--- src/include/oesr_defs.vh ---
/*
  shared constants of the output enable serial register bank: register
  indices, power-up values, writable masks, field positions and bus address.
  assumes it is included by bare name from the design source file.
*/
`ifndef OESR_DEFS_VH
`define OESR_DEFS_VH

// register indices as chosen command codes
`define OESR_IDX_GROUP_A 8'h00
`define OESR_IDX_GROUP_B 8'h01
`define OESR_IDX_PLL_TEST 8'h02

// power-up values
`define OESR_RST_GROUP_A 8'hFF
`define OESR_RST_GROUP_B 8'hC0
`define OESR_RST_PLL_TEST 8'hC0

// writable masks; reserved bits hold their power-up value
`define OESR_WMASK_GROUP_A 8'hCD
`define OESR_WMASK_GROUP_B 8'h40
`define OESR_WMASK_PLL_TEST 8'h80

// field positions
`define OESR_A_PAIR0 7
`define OESR_A_PAIR1 6
`define OESR_A_PAIR2 3
`define OESR_A_PAIR5 2
`define OESR_A_PAIR4 0
`define OESR_B_PAIR3 6
`define OESR_T_LEAK_N 7

// default 7-bit bus address, chosen
`define OESR_DEV_ADDR 7'h69

`endif

--- src/oesr_pair_gate.v ---
/*
  one differential output pair with glitch-free enable.
  assumes ref_clk is the buffered clock sampled in the mclk domain and
  that enable is a level already in the mclk domain.
*/
module oesr_pair_gate (
  input wire mclk,
  input wire srst,
  input wire ref_clk,
  input wire enable,
  output reg true_out,
  output reg comp_out,
  output reg drive_en
);
  // the enable moves only at an edge that also leaves the true output
  // low, so a pair starts or stops on a whole period; a one-cycle lag
  // here would let the enable move just as the true output rises
  always @(posedge mclk) begin
    if (srst) begin
      true_out <= 1'b0;
      comp_out <= 1'b1;
      drive_en <= 1'b1;
    end else begin
      if (!ref_clk) begin
        drive_en <= enable;
      end
      true_out <= ref_clk;
      comp_out <= ~ref_clk;
    end
  end
endmodule // oesr_pair_gate

--- src/oesr_serial_regs.v ---
/*
  serial control register bank of a six-pair clock buffer: two-wire
  slave, three registers, per-pair output enables.
  assumes bus pins and the reference clock come from outside mclk,
  and the pads resolve the open-drain data line from its enable.
*/
`include "oesr_defs.vh"
module oesr_serial_regs #(
  parameter [6:0] DEV_ADDR = `OESR_DEV_ADDR
) (
  input wire mclk,
  input wire srst,
  input wire serial_bus_clock,
  input wire serial_bus_data_in,
  output wire serial_bus_data_out,
  output reg serial_bus_data_oe,
  input wire ref_clk,
  output wire [5:0] true_clock_out,
  output wire [5:0] complement_clock_out,
  output wire [5:0] clock_out_en,
  output reg feedback_clock_out,
  output wire pll_leak_test
);
  localparam ST_IDLE = 3'h0; // waiting for start
  localparam ST_ADDR = 3'h1; // address byte
  localparam ST_CMD = 3'h2; // command code byte
  localparam ST_CNT = 3'h3; // byte count byte
  localparam ST_DATA = 3'h4; // data bytes
  localparam ST_SKIP = 3'h5; // not ours, wait for stop

  reg [2:0] scl_sync; // [0] first stage, read by [1] only
  reg [2:0] sda_sync;
  reg [1:0] ref_sync; // reference clock synchroniser
  reg [2:0] state;
  reg [3:0] bit_cnt; // bits shifted this byte
  reg [7:0] shift;
  reg ack_phase; // ninth clock being driven
  reg [7:0] reg_ptr; // current register index
  reg [7:0] group_a;
  reg [7:0] group_b;
  reg [7:0] pll_test;
  reg [7:0] pend_data; // byte waiting for its acknowledge
  reg pend_valid;
  reg is_write;

  wire scl = scl_sync[1];
  wire sda = sda_sync[1];
  wire scl_rise = scl_sync[1] & ~scl_sync[2];
  wire scl_fall = ~scl_sync[1] & scl_sync[2];
  wire start_cond = scl & scl_sync[2] & ~sda & sda_sync[2];
  wire stop_cond = scl & scl_sync[2] & sda & ~sda_sync[2];

  // open-drain: output is always low, enable pulls the line
  assign serial_bus_data_out = 1'b0;

  // merge a written byte with the fixed reserved bits
  function [7:0] oesr_merge;
    input [7:0] wdata;
    input [7:0] mask;
    input [7:0] rst;
    begin
      oesr_merge = (wdata & mask) | (rst & ~mask);
    end
  endfunction

  // two-flop synchronisers, plus one history stage for edges on the two bus lines only
  always @(posedge mclk) begin
    if (srst) begin
      scl_sync <= 3'h7;
      sda_sync <= 3'h7;
      ref_sync <= 2'h0;
    end else begin
      scl_sync <= {scl_sync[1:0], serial_bus_clock};
      sda_sync <= {sda_sync[1:0], serial_bus_data_in};
      ref_sync <= {ref_sync[0], ref_clk};
    end
  end

  // byte engine: address, command, count, then data bytes
  always @(posedge mclk) begin
    if (srst) begin
      state <= ST_IDLE;
      bit_cnt <= 4'h0;
      shift <= 8'h00;
      ack_phase <= 1'b0;
      serial_bus_data_oe <= 1'b0;
      reg_ptr <= 8'h00;
      group_a <= `OESR_RST_GROUP_A;
      group_b <= `OESR_RST_GROUP_B;
      pll_test <= `OESR_RST_PLL_TEST;
      pend_data <= 8'h00;
      pend_valid <= 1'b0;
      is_write <= 1'b0;
    end else if (start_cond) begin
      // a repeated start restarts the frame
      state <= ST_ADDR;
      bit_cnt <= 4'h0;
      ack_phase <= 1'b0;
      serial_bus_data_oe <= 1'b0;
      pend_valid <= 1'b0;
    end else if (stop_cond) begin
      state <= ST_IDLE;
      ack_phase <= 1'b0;
      serial_bus_data_oe <= 1'b0;
      pend_valid <= 1'b0;
    end else if (state != ST_IDLE && state != ST_SKIP) begin
      if (scl_rise && !ack_phase) begin
        // sample a data bit while clock is high
        shift <= {shift[6:0], sda};
        bit_cnt <= bit_cnt + 4'h1;
      end else if (scl_fall && ack_phase) begin
        // ninth clock done: release line, commit pending byte
        ack_phase <= 1'b0;
        serial_bus_data_oe <= 1'b0;
        bit_cnt <= 4'h0;
        if (pend_valid && is_write) begin
          pend_valid <= 1'b0;
          reg_ptr <= reg_ptr + 8'h01;
          case (reg_ptr)
            `OESR_IDX_GROUP_A: begin
              group_a <= oesr_merge(pend_data, `OESR_WMASK_GROUP_A,
                `OESR_RST_GROUP_A);
            end
            `OESR_IDX_GROUP_B: begin
              group_b <= oesr_merge(pend_data, `OESR_WMASK_GROUP_B,
                `OESR_RST_GROUP_B);
            end
            `OESR_IDX_PLL_TEST: begin
              pll_test <= oesr_merge(pend_data, `OESR_WMASK_PLL_TEST,
                `OESR_RST_PLL_TEST);
            end
            default: begin
              // unmapped index: byte acknowledged and dropped
            end
          endcase
        end
      end else if (scl_fall && bit_cnt == 4'h8) begin
        // eighth bit ended: decide whether to acknowledge
        case (state)
          ST_ADDR: begin
            if (shift[7:1] == DEV_ADDR && !shift[0]) begin
              is_write <= 1'b1;
              ack_phase <= 1'b1;
              serial_bus_data_oe <= 1'b1;
              state <= ST_CMD;
            end else begin
              // reads are not served; ignore the frame
              is_write <= 1'b0;
              state <= ST_SKIP;
            end
          end
          ST_CMD: begin
            reg_ptr <= shift; // command code picks first register
            ack_phase <= 1'b1;
            serial_bus_data_oe <= 1'b1;
            state <= ST_CNT;
          end
          ST_CNT: begin
            // count byte is acknowledged; frame length set by stop
            ack_phase <= 1'b1;
            serial_bus_data_oe <= 1'b1;
            state <= ST_DATA;
          end
          ST_DATA: begin
            pend_data <= shift;
            pend_valid <= 1'b1;
            ack_phase <= 1'b1;
            serial_bus_data_oe <= 1'b1;
          end
          default: begin
            state <= ST_SKIP;
          end
        endcase
      end
    end
  end

  // feedback output follows the reference with no enable at all
  always @(posedge mclk) begin
    if (srst) begin
      feedback_clock_out <= 1'b0;
    end else begin
      feedback_clock_out <= ref_sync[1];
    end
  end

  assign pll_leak_test = ~pll_test[`OESR_T_LEAK_N];

  // per-pair enable map, in pair order 0..5
  wire [5:0] pair_en = {group_a[`OESR_A_PAIR5], group_a[`OESR_A_PAIR4],
    group_b[`OESR_B_PAIR3], group_a[`OESR_A_PAIR2],
    group_a[`OESR_A_PAIR1], group_a[`OESR_A_PAIR0]};

  genvar gi;
  generate
    for (gi = 0; gi < 6; gi = gi + 1) begin : g_pair
      oesr_pair_gate u_gate (
        .mclk(mclk),
        .srst(srst),
        .ref_clk(ref_sync[1]),
        .enable(pair_en[gi]),
        .true_out(true_clock_out[gi]),
        .comp_out(complement_clock_out[gi]),
        .drive_en(clock_out_en[gi])
      );
    end
  endgenerate
endmodule // oesr_serial_regs

--- config.mk ---
export PLATFORM = sky130hd
export DESIGN_NAME = oesr_serial_regs
export DESIGN_NICKNAME = d
export VERILOG_FILES = /design/src/oesr_pair_gate.v /design/src/oesr_serial_regs.v
export VERILOG_INCLUDE_DIRS = /design/src /design/src/include
export SDC_FILE = /design/constraint.sdc
export NUM_CORES = 1
export LEC_CHECK = 0
export BUFFER_PORTS_ARGS = -buffer_cell sky130_fd_sc_hd__buf_2
export CORE_ASPECT_RATIO = 1.1
export CORE_UTILIZATION = 38
export CTS_BUF_LIST = sky130_fd_sc_hd__clkbuf_8
export DETAILED_ROUTE_END_ITERATION = 10
export GPL_TIMING_DRIVEN = 0
export PLACE_DENSITY_LB_ADDON = 0.15
export SETUP_SLACK_MARGIN = 0.05
export SLEW_MARGIN = 20
export SYNTH_ARGS = -nofsm -noshare
export SYNTH_HDL_FRONTEND = slang
export SYNTH_SLANG_ARGS = --single-unit
--- constraint.sdc ---
create_clock -name mclk -period 1.62 [get_ports mclk]
set_input_delay 0.405 -clock mclk [delete_from_list [all_inputs] [get_ports mclk]]
set_output_delay 0.405 -clock mclk [all_outputs]
set_load 0.1 [all_outputs]
Yosys cells after proc, flatten, opt, wreduce, memory -nomap -nowiden
Cells that the tools add are included.
{"block": "classes", "n_addsub": 2, "eq_ne": 14, "muxes": 23, "bitwise_logic": 18, "n_reduce_logical": 32}
{"operator": "7-bit AND reduction", "n": 6}
{"operator": "8-bit 2-to-1 mux", "n": 4}
{"operator": "5-bit AND reduction", "n": 4}
{"operator": "3-bit != test (second input constant)", "n": 5}
{"operator": "1-bit 2-to-1 mux", "n": 14}
{"operator": "3-bit one-hot mux with 4 select lines", "n": 1}
{"operator": "3-bit nonzero test", "n": 4}
{"operator": "1-bit NOT", "n": 11}
{"operator": "8-bit by 1-bit adder with 8-bit output (second input constant)", "n": 1}
{"operator": "8-bit by 1-bit == test with 1-bit output (second input constant)", "n": 1}
{"operator": "8-bit by 2-bit == test with 1-bit output (second input constant)", "n": 1}
{"operator": "8-bit zero test", "n": 1}
{"operator": "4-bit 2-to-1 mux", "n": 2}
{"operator": "2-bit nonzero test", "n": 4}
{"operator": "1-bit bitwise AND", "n": 7}
{"operator": "7-bit == test (second input constant)", "n": 1}
{"operator": "3-bit by 2-bit == test with 1-bit output (second input constant)", "n": 2}
{"operator": "1-bit logical AND", "n": 6}
{"operator": "3-bit OR reduction", "n": 2}
{"operator": "4-bit by 1-bit adder with 4-bit output (second input constant)", "n": 1}
{"operator": "4-bit == test (second input constant)", "n": 1}
{"operator": "4-bit AND reduction", "n": 1}
{"operator": "3-bit by 1-bit == test with 1-bit output (second input constant)", "n": 1}
{"operator": "3-bit == test (second input constant)", "n": 1}
{"operator": "6 further kinds", "n": 7}
{"block": "word_totals", "reg_bits": 57, "inputBits": 5, "output_inout_bits": 22, "word_cells": 112}

Longest topological paths before layout
{"block": "logic_depth", "word_depth": 10, "ltp_mapped": 7, "ltp_nobuf": 6}

Hierarchy
Synthesis repeated with hierarchy kept, for this count alone.
{"block": "hier_totals", "hier_cells": 282, "area_unflattened_um2": 2728.9}
{"module": "oesr_serial_regs", "instances": 1, "cells_each": 240, "area_each_um2": 2210.9, "seq_area_each_um2": 940.9}
{"module": "oesr_pair_gate", "instances": 6, "cells_each": 7, "area_each_um2": 86.3, "seq_area_each_um2": 60.1}

Least setup slack after synthesis
OpenSTA, ideal clock, no wires.
{"block": "synth_path", "kind": "reg2reg", "start": "register ack_phase", "end": "register reg_ptr[2]", "setup_time_ns": 0.117, "t_arrival_ns": 2.248, "required_ns": 1.503, "setup_slack_ns": -0.745, "stages_incl_launch_ff": 7, "path_buffers": 2, "synth_period_minus_slack_ns": 2.365, "path_cell_list": "dfxtp_1 -> buf_2 -> and3b_1 -> buf_6 -> o2111ai_4 -> a211o_1 -> a32o_1"}
{"block": "synth_via", "elab_chain_len": 4, "elab_cells_between_ends": 9, "classes_between": "1 x eq/ne; 1 x mux; 1 x bitwise; 6 x reduce/logical"}
{"element": "from (decl)", "line_no": "oesr_serial_regs.v:37", "text": "reg ack_phase;"}
{"element": "from (signal assigned)", "line_no": "oesr_serial_regs.v:85", "text": "ack_phase <= 1'b0;"}
{"element": "from (signal assigned)", "line_no": "oesr_serial_regs.v:98", "text": "ack_phase <= 1'b0;"}
{"element": "from (signal assigned)", "line_no": "oesr_serial_regs.v:103", "text": "ack_phase <= 1'b0;"}
{"element": "parallel branches: the longest is 4 deep, another holds 7-bit AND reduction"}
{"element": "to (signal assigned)", "line_no": "oesr_serial_regs.v:118", "text": "reg_ptr <= reg_ptr + 8'h01;"}
{"element": "to (signal assigned)", "line_no": "oesr_serial_regs.v:153", "text": "reg_ptr <= shift;"}
{"element": "to (decl)", "line_no": "oesr_serial_regs.v:38", "text": "reg [7:0] reg_ptr;"}
Parallel ways; which one is timed is not known.
A chain may end at the register's enable or synchronous reset.

Final worst setup path
{"block": "layout_path", "start": "register scl_sync[1]", "end": "register reg_ptr[2]"}
{"block": "layout_via", "elab_chain_len": 5, "elab_cells_between_ends": 19, "classes_between": "1 x eq/ne; 1 x mux; 11 x bitwise; 6 x reduce/logical"}
{"element": "from (decl)", "line_no": "oesr_serial_regs.v:31", "text": "reg [2:0] scl_sync;"}
{"element": "from (signal assigned)", "line_no": "oesr_serial_regs.v:73", "text": "scl_sync <= {scl_sync[1:0], serial_bus_clock};"}
{"element": "1-bit NOT or 1-bit bitwise AND (tied branches)", "line_no": "oesr_serial_regs.v:49, oesr_serial_regs.v:50, oesr_serial_regs.v:51"}
{"element": "1-bit bitwise AND, on equally long branches", "line_no": "oesr_serial_regs.v:49, oesr_serial_regs.v:50, oesr_serial_regs.v:51"}
{"element": "1-bit logical AND (tied with other cells)", "line_no": "oesr_serial_regs.v:111", "text": "end else if (scl_fall && ack_phase) begin"}
{"element": "2-bit by 1-bit != test with 1-bit output (no source line) (tied with other cells)"}
{"element": "7-bit AND reduction (no source line)"}
Several ways; a longest one is shown, not always the timed one.

==> metrics <==
status complete, but fails checks; failing checks design-rule violations, negative setup slack; Vias/cell approximately 5.3; max-slew violations 0; number of CTS-inserted buffers 5; R2R Path Start scl_sync[1]$_SDFF_PP1_; slowest stage delay, CP roughly 380 ps; Post-Route WL about 6.6 mm; core area 7010 sq um; Reg-to-Reg End reg_ptr[2]$_SDFFE_PP0P_; commonest non-fill, non-tap cell in the layout buf_4; Die Area 7590 sq um; clock tree from TritonCTS built; Lkg Pwr approximately 1.5 nW; most frequent cells in the layout buf_4 (51), dfxtp_1 (39), nor2_1 (30); Tot Pwr 2.49 mW; worst reg2reg setup slack -40 ps; Syn Area/Cell about 9.2 sq um; Worst-Margin Slew roughly 570 ps; First-pass DRT Iterations 7; clock tree buffer depth 2; Synth async-reset ratio 0; number of flops mapped to enable cells by yosys 0; fin worst setup slack -40.3 ps; synthesis-to-layout area growth 32.5%; Ys Warns 0; ANT cells 0; WL/cell 15.1 um; CTS sink count 54; Initial Util 0.393; Crit Path Category flip-flop to flip-flop; synthesis-stage register bit count 54; CTS root buf clkbuf_8; setup repair after global routing missed its margin true; antenna violations before repair 0; GPL Wtd Cong 0.837; Rel. slew slack 0.617; Gate Count Post-Synth a little under 300; Worst Reg2Reg Path Length in Cells 5; GR Overflow Total 0; Buf/Inv on CP 1; Worst-path clk slew approximately 110 ps; final setup TNS -196 ps; hold path cells 2; Syn Nets ~300; I/O Buffers 24; synthesized area roughly 2800 sq um; Crit-path slowest cell dfxtp_4; DRC errors left 1; Main synth FF type dfxtp_1; fraction of layout cells with a size suffix above 1 0.414; crit path cell chain nand3b_1 > buf_6 > mux2i_4 > a211o_1 > a32o_1; vias ~2.3k; synth unique cells 64; All-Layer GR Usage 0.173; final hold vios 0; Worst Path Max Fanout 8; WP data required 1830 ps; Setup crit start kind flip-flop; met1 GRT Util 0.211; VDD IR max 0.333 mV; DIE HEIGHT between 90 and 100 um; WP depth 5; I/O Pins 27; Worst Setup End Kind flip-flop; Max Fclk roughly 600 MHz; fin crit share 1.02; nets about 370; Detailed Place HPWL 4.30 mm; Final Setup Violations 7; Cell Pwr Density ~700 nW/um^2; worst skew pair latency roughly 320 ps; Max Clock Skew roughly 7.3 ps; pin count of the biggest net entering global routing 20; Top delay family on crit path compound AO/OA/AOI/OAI gates; post-layout util 0.520; max-cap viol count 0; Worst Path Arrival between 1500 and 2000 ps; Hold EP scl_sync[0]$_SDFF_PP1_; post-synthesis sequential area ratio 0.393; vias in the first global route 2133; post-route ant nets 0; hold path start serial_bus_clock; Min-Delay Path Class input port to flip-flop; final hold slack approximately 260 ps; global-route wire length before repair about 11 mm; die width about 83 um; GRT met2 Usage 0.307; Tmin final around 1700 ps; H-tree depth 2; gr busiest metal met2; DRT iter0 DRCs 93; Core Rows 32; fillcell total 649; GR Util met3 0.0255
layer usage:
metal  wire length [um]  vias up  share of wire
met2               3410       61           0.51
met4                 97        0          0.015
met3                190       11          0.029
met1               2950     1107           0.44
li1                   -     1151              -
met5                  0        -              0
area by class of cell:
class	count	area, sq um	share of cell area
buffer	35	290	0.0796
clock buffer	5	68.8	0.0189
clock inverter	3	28.8	0.00789
inverter	11	45.0	0.0124
multi-input combinational	196	1560	0.429
sequential	54	1110	0.304
tap	85	106	0.0292
timing repair buffer	51	434	0.119
worst max-delay path by stage:
stage / from / to / slack, ps
2_1_floorplan: ack_phase$_SDFFE_PP0P_ / reg_ptr[2]$_SDFFE_PP0P_ / -140
3_3_place_gp: bit_cnt[0]$_SDFFE_PP0P_ / reg_ptr[5]$_SDFFE_PP0P_ / -390
4_1_cts: reg_ptr[6]$_SDFFE_PP0P_ / group_a[6]$_SDFFE_PP1P_ / -80
6_report: scl_sync[1]$_SDFF_PP1_ / reg_ptr[2]$_SDFFE_PP0P_ / -40
5_1_grt: state[2]$_SDFFE_PP0P_ / group_a[2]$_SDFFE_PP1P_ / -110
3_5_place_dp: bit_cnt[0]$_SDFFE_PP0P_ / reg_ptr[5]$_SDFFE_PP0P_ / -400
report_power, final:
part	internal, mW	switching [mW]	leakage, nW	total [mW]
registers	1.34	0.0185	0.445	1.36
logic	0.106	0.201	0.991	0.307
clock network	0.325	0.499	0.0506	0.824
total	1.77	0.719	1.49	2.49
worst register-to-register path: cells and delay by family (launching register included):
family,cells,cell delay (ps)
AO/OA/AOI/OAI,2,520
AND/OR/NAND/NOR,1,260
buffers and inverters,1,180
multiplexers,1,210
flip-flops,1,380
cells by family after synthesis:
group	synth area share
AO/OA/AOI/OAI	0.153
multiplexers	0.103
XOR/XNOR	0.00955
buffers and inverters	0.114
adder cells (fa/ha/maj)	0.0273
flip-flops	0.393
other	0.00136
AND/OR/NAND/NOR	0.200
registers in the layout, summed over array words and instances, names as in the netlist, 4 cells and up:
name                    count
bit_cnt                     4
g_pair.u_gate.drive_en      6
group_a                     5
pend_data                   5
reg_ptr                     8
shift                       8
Yosys cell counts (all sizes together), types with 3 or more instances:
library cell | number | area share
a221oi | 3 | 0.0095
xor2 | 3 | 0.0095
nand2b | 3 | 0.0068
nor2b | 3 | 0.0068
ha | 6 | 0.027
nand3b | 4 | 0.011
o21ai | 7 | 0.013
o2111ai | 3 | 0.016
a211o | 3 | 0.0095
nand2 | 20 | 0.027
clkbuf | 8 | 0.019
nand4 | 5 | 0.011
o32ai | 3 | 0.0095
mux2i | 28 | 0.10
buf | 30 | 0.080
or2 | 6 | 0.014
nor3 | 5 | 0.0091
inv | 10 | 0.014
a21oi | 11 | 0.020
dfxtp | 54 | 0.39
nand3 | 8 | 0.015
nor2 | 31 | 0.042
nor3b | 3 | 0.0082
stage by stage:
| step | cells | setup WS, ps | cell area (sq um) |
|---|---|---|---|
| final | 440 | -40.3 | 3650 |
| after global routing | 440 | -114 | 3650 |
| after CTS | 437 | -75.7 | 3490 |
| after detailed placement | 407 | -402 | 2990 |
| after global placement | 407 | -387 | 2990 |
| after floorplan | 298 | -141 | 2760 |
what timing repair did:
action	CTS	global route
buffers inserted	23	4
hold buffers	0	0
pin swaps	15	13
endpoints found under the hold margin	0	0
setup endpoints to repair	43	40
cloned	1	0
resized for setup	67	39
No activity file was read; power rests on OpenSTA's default activity.
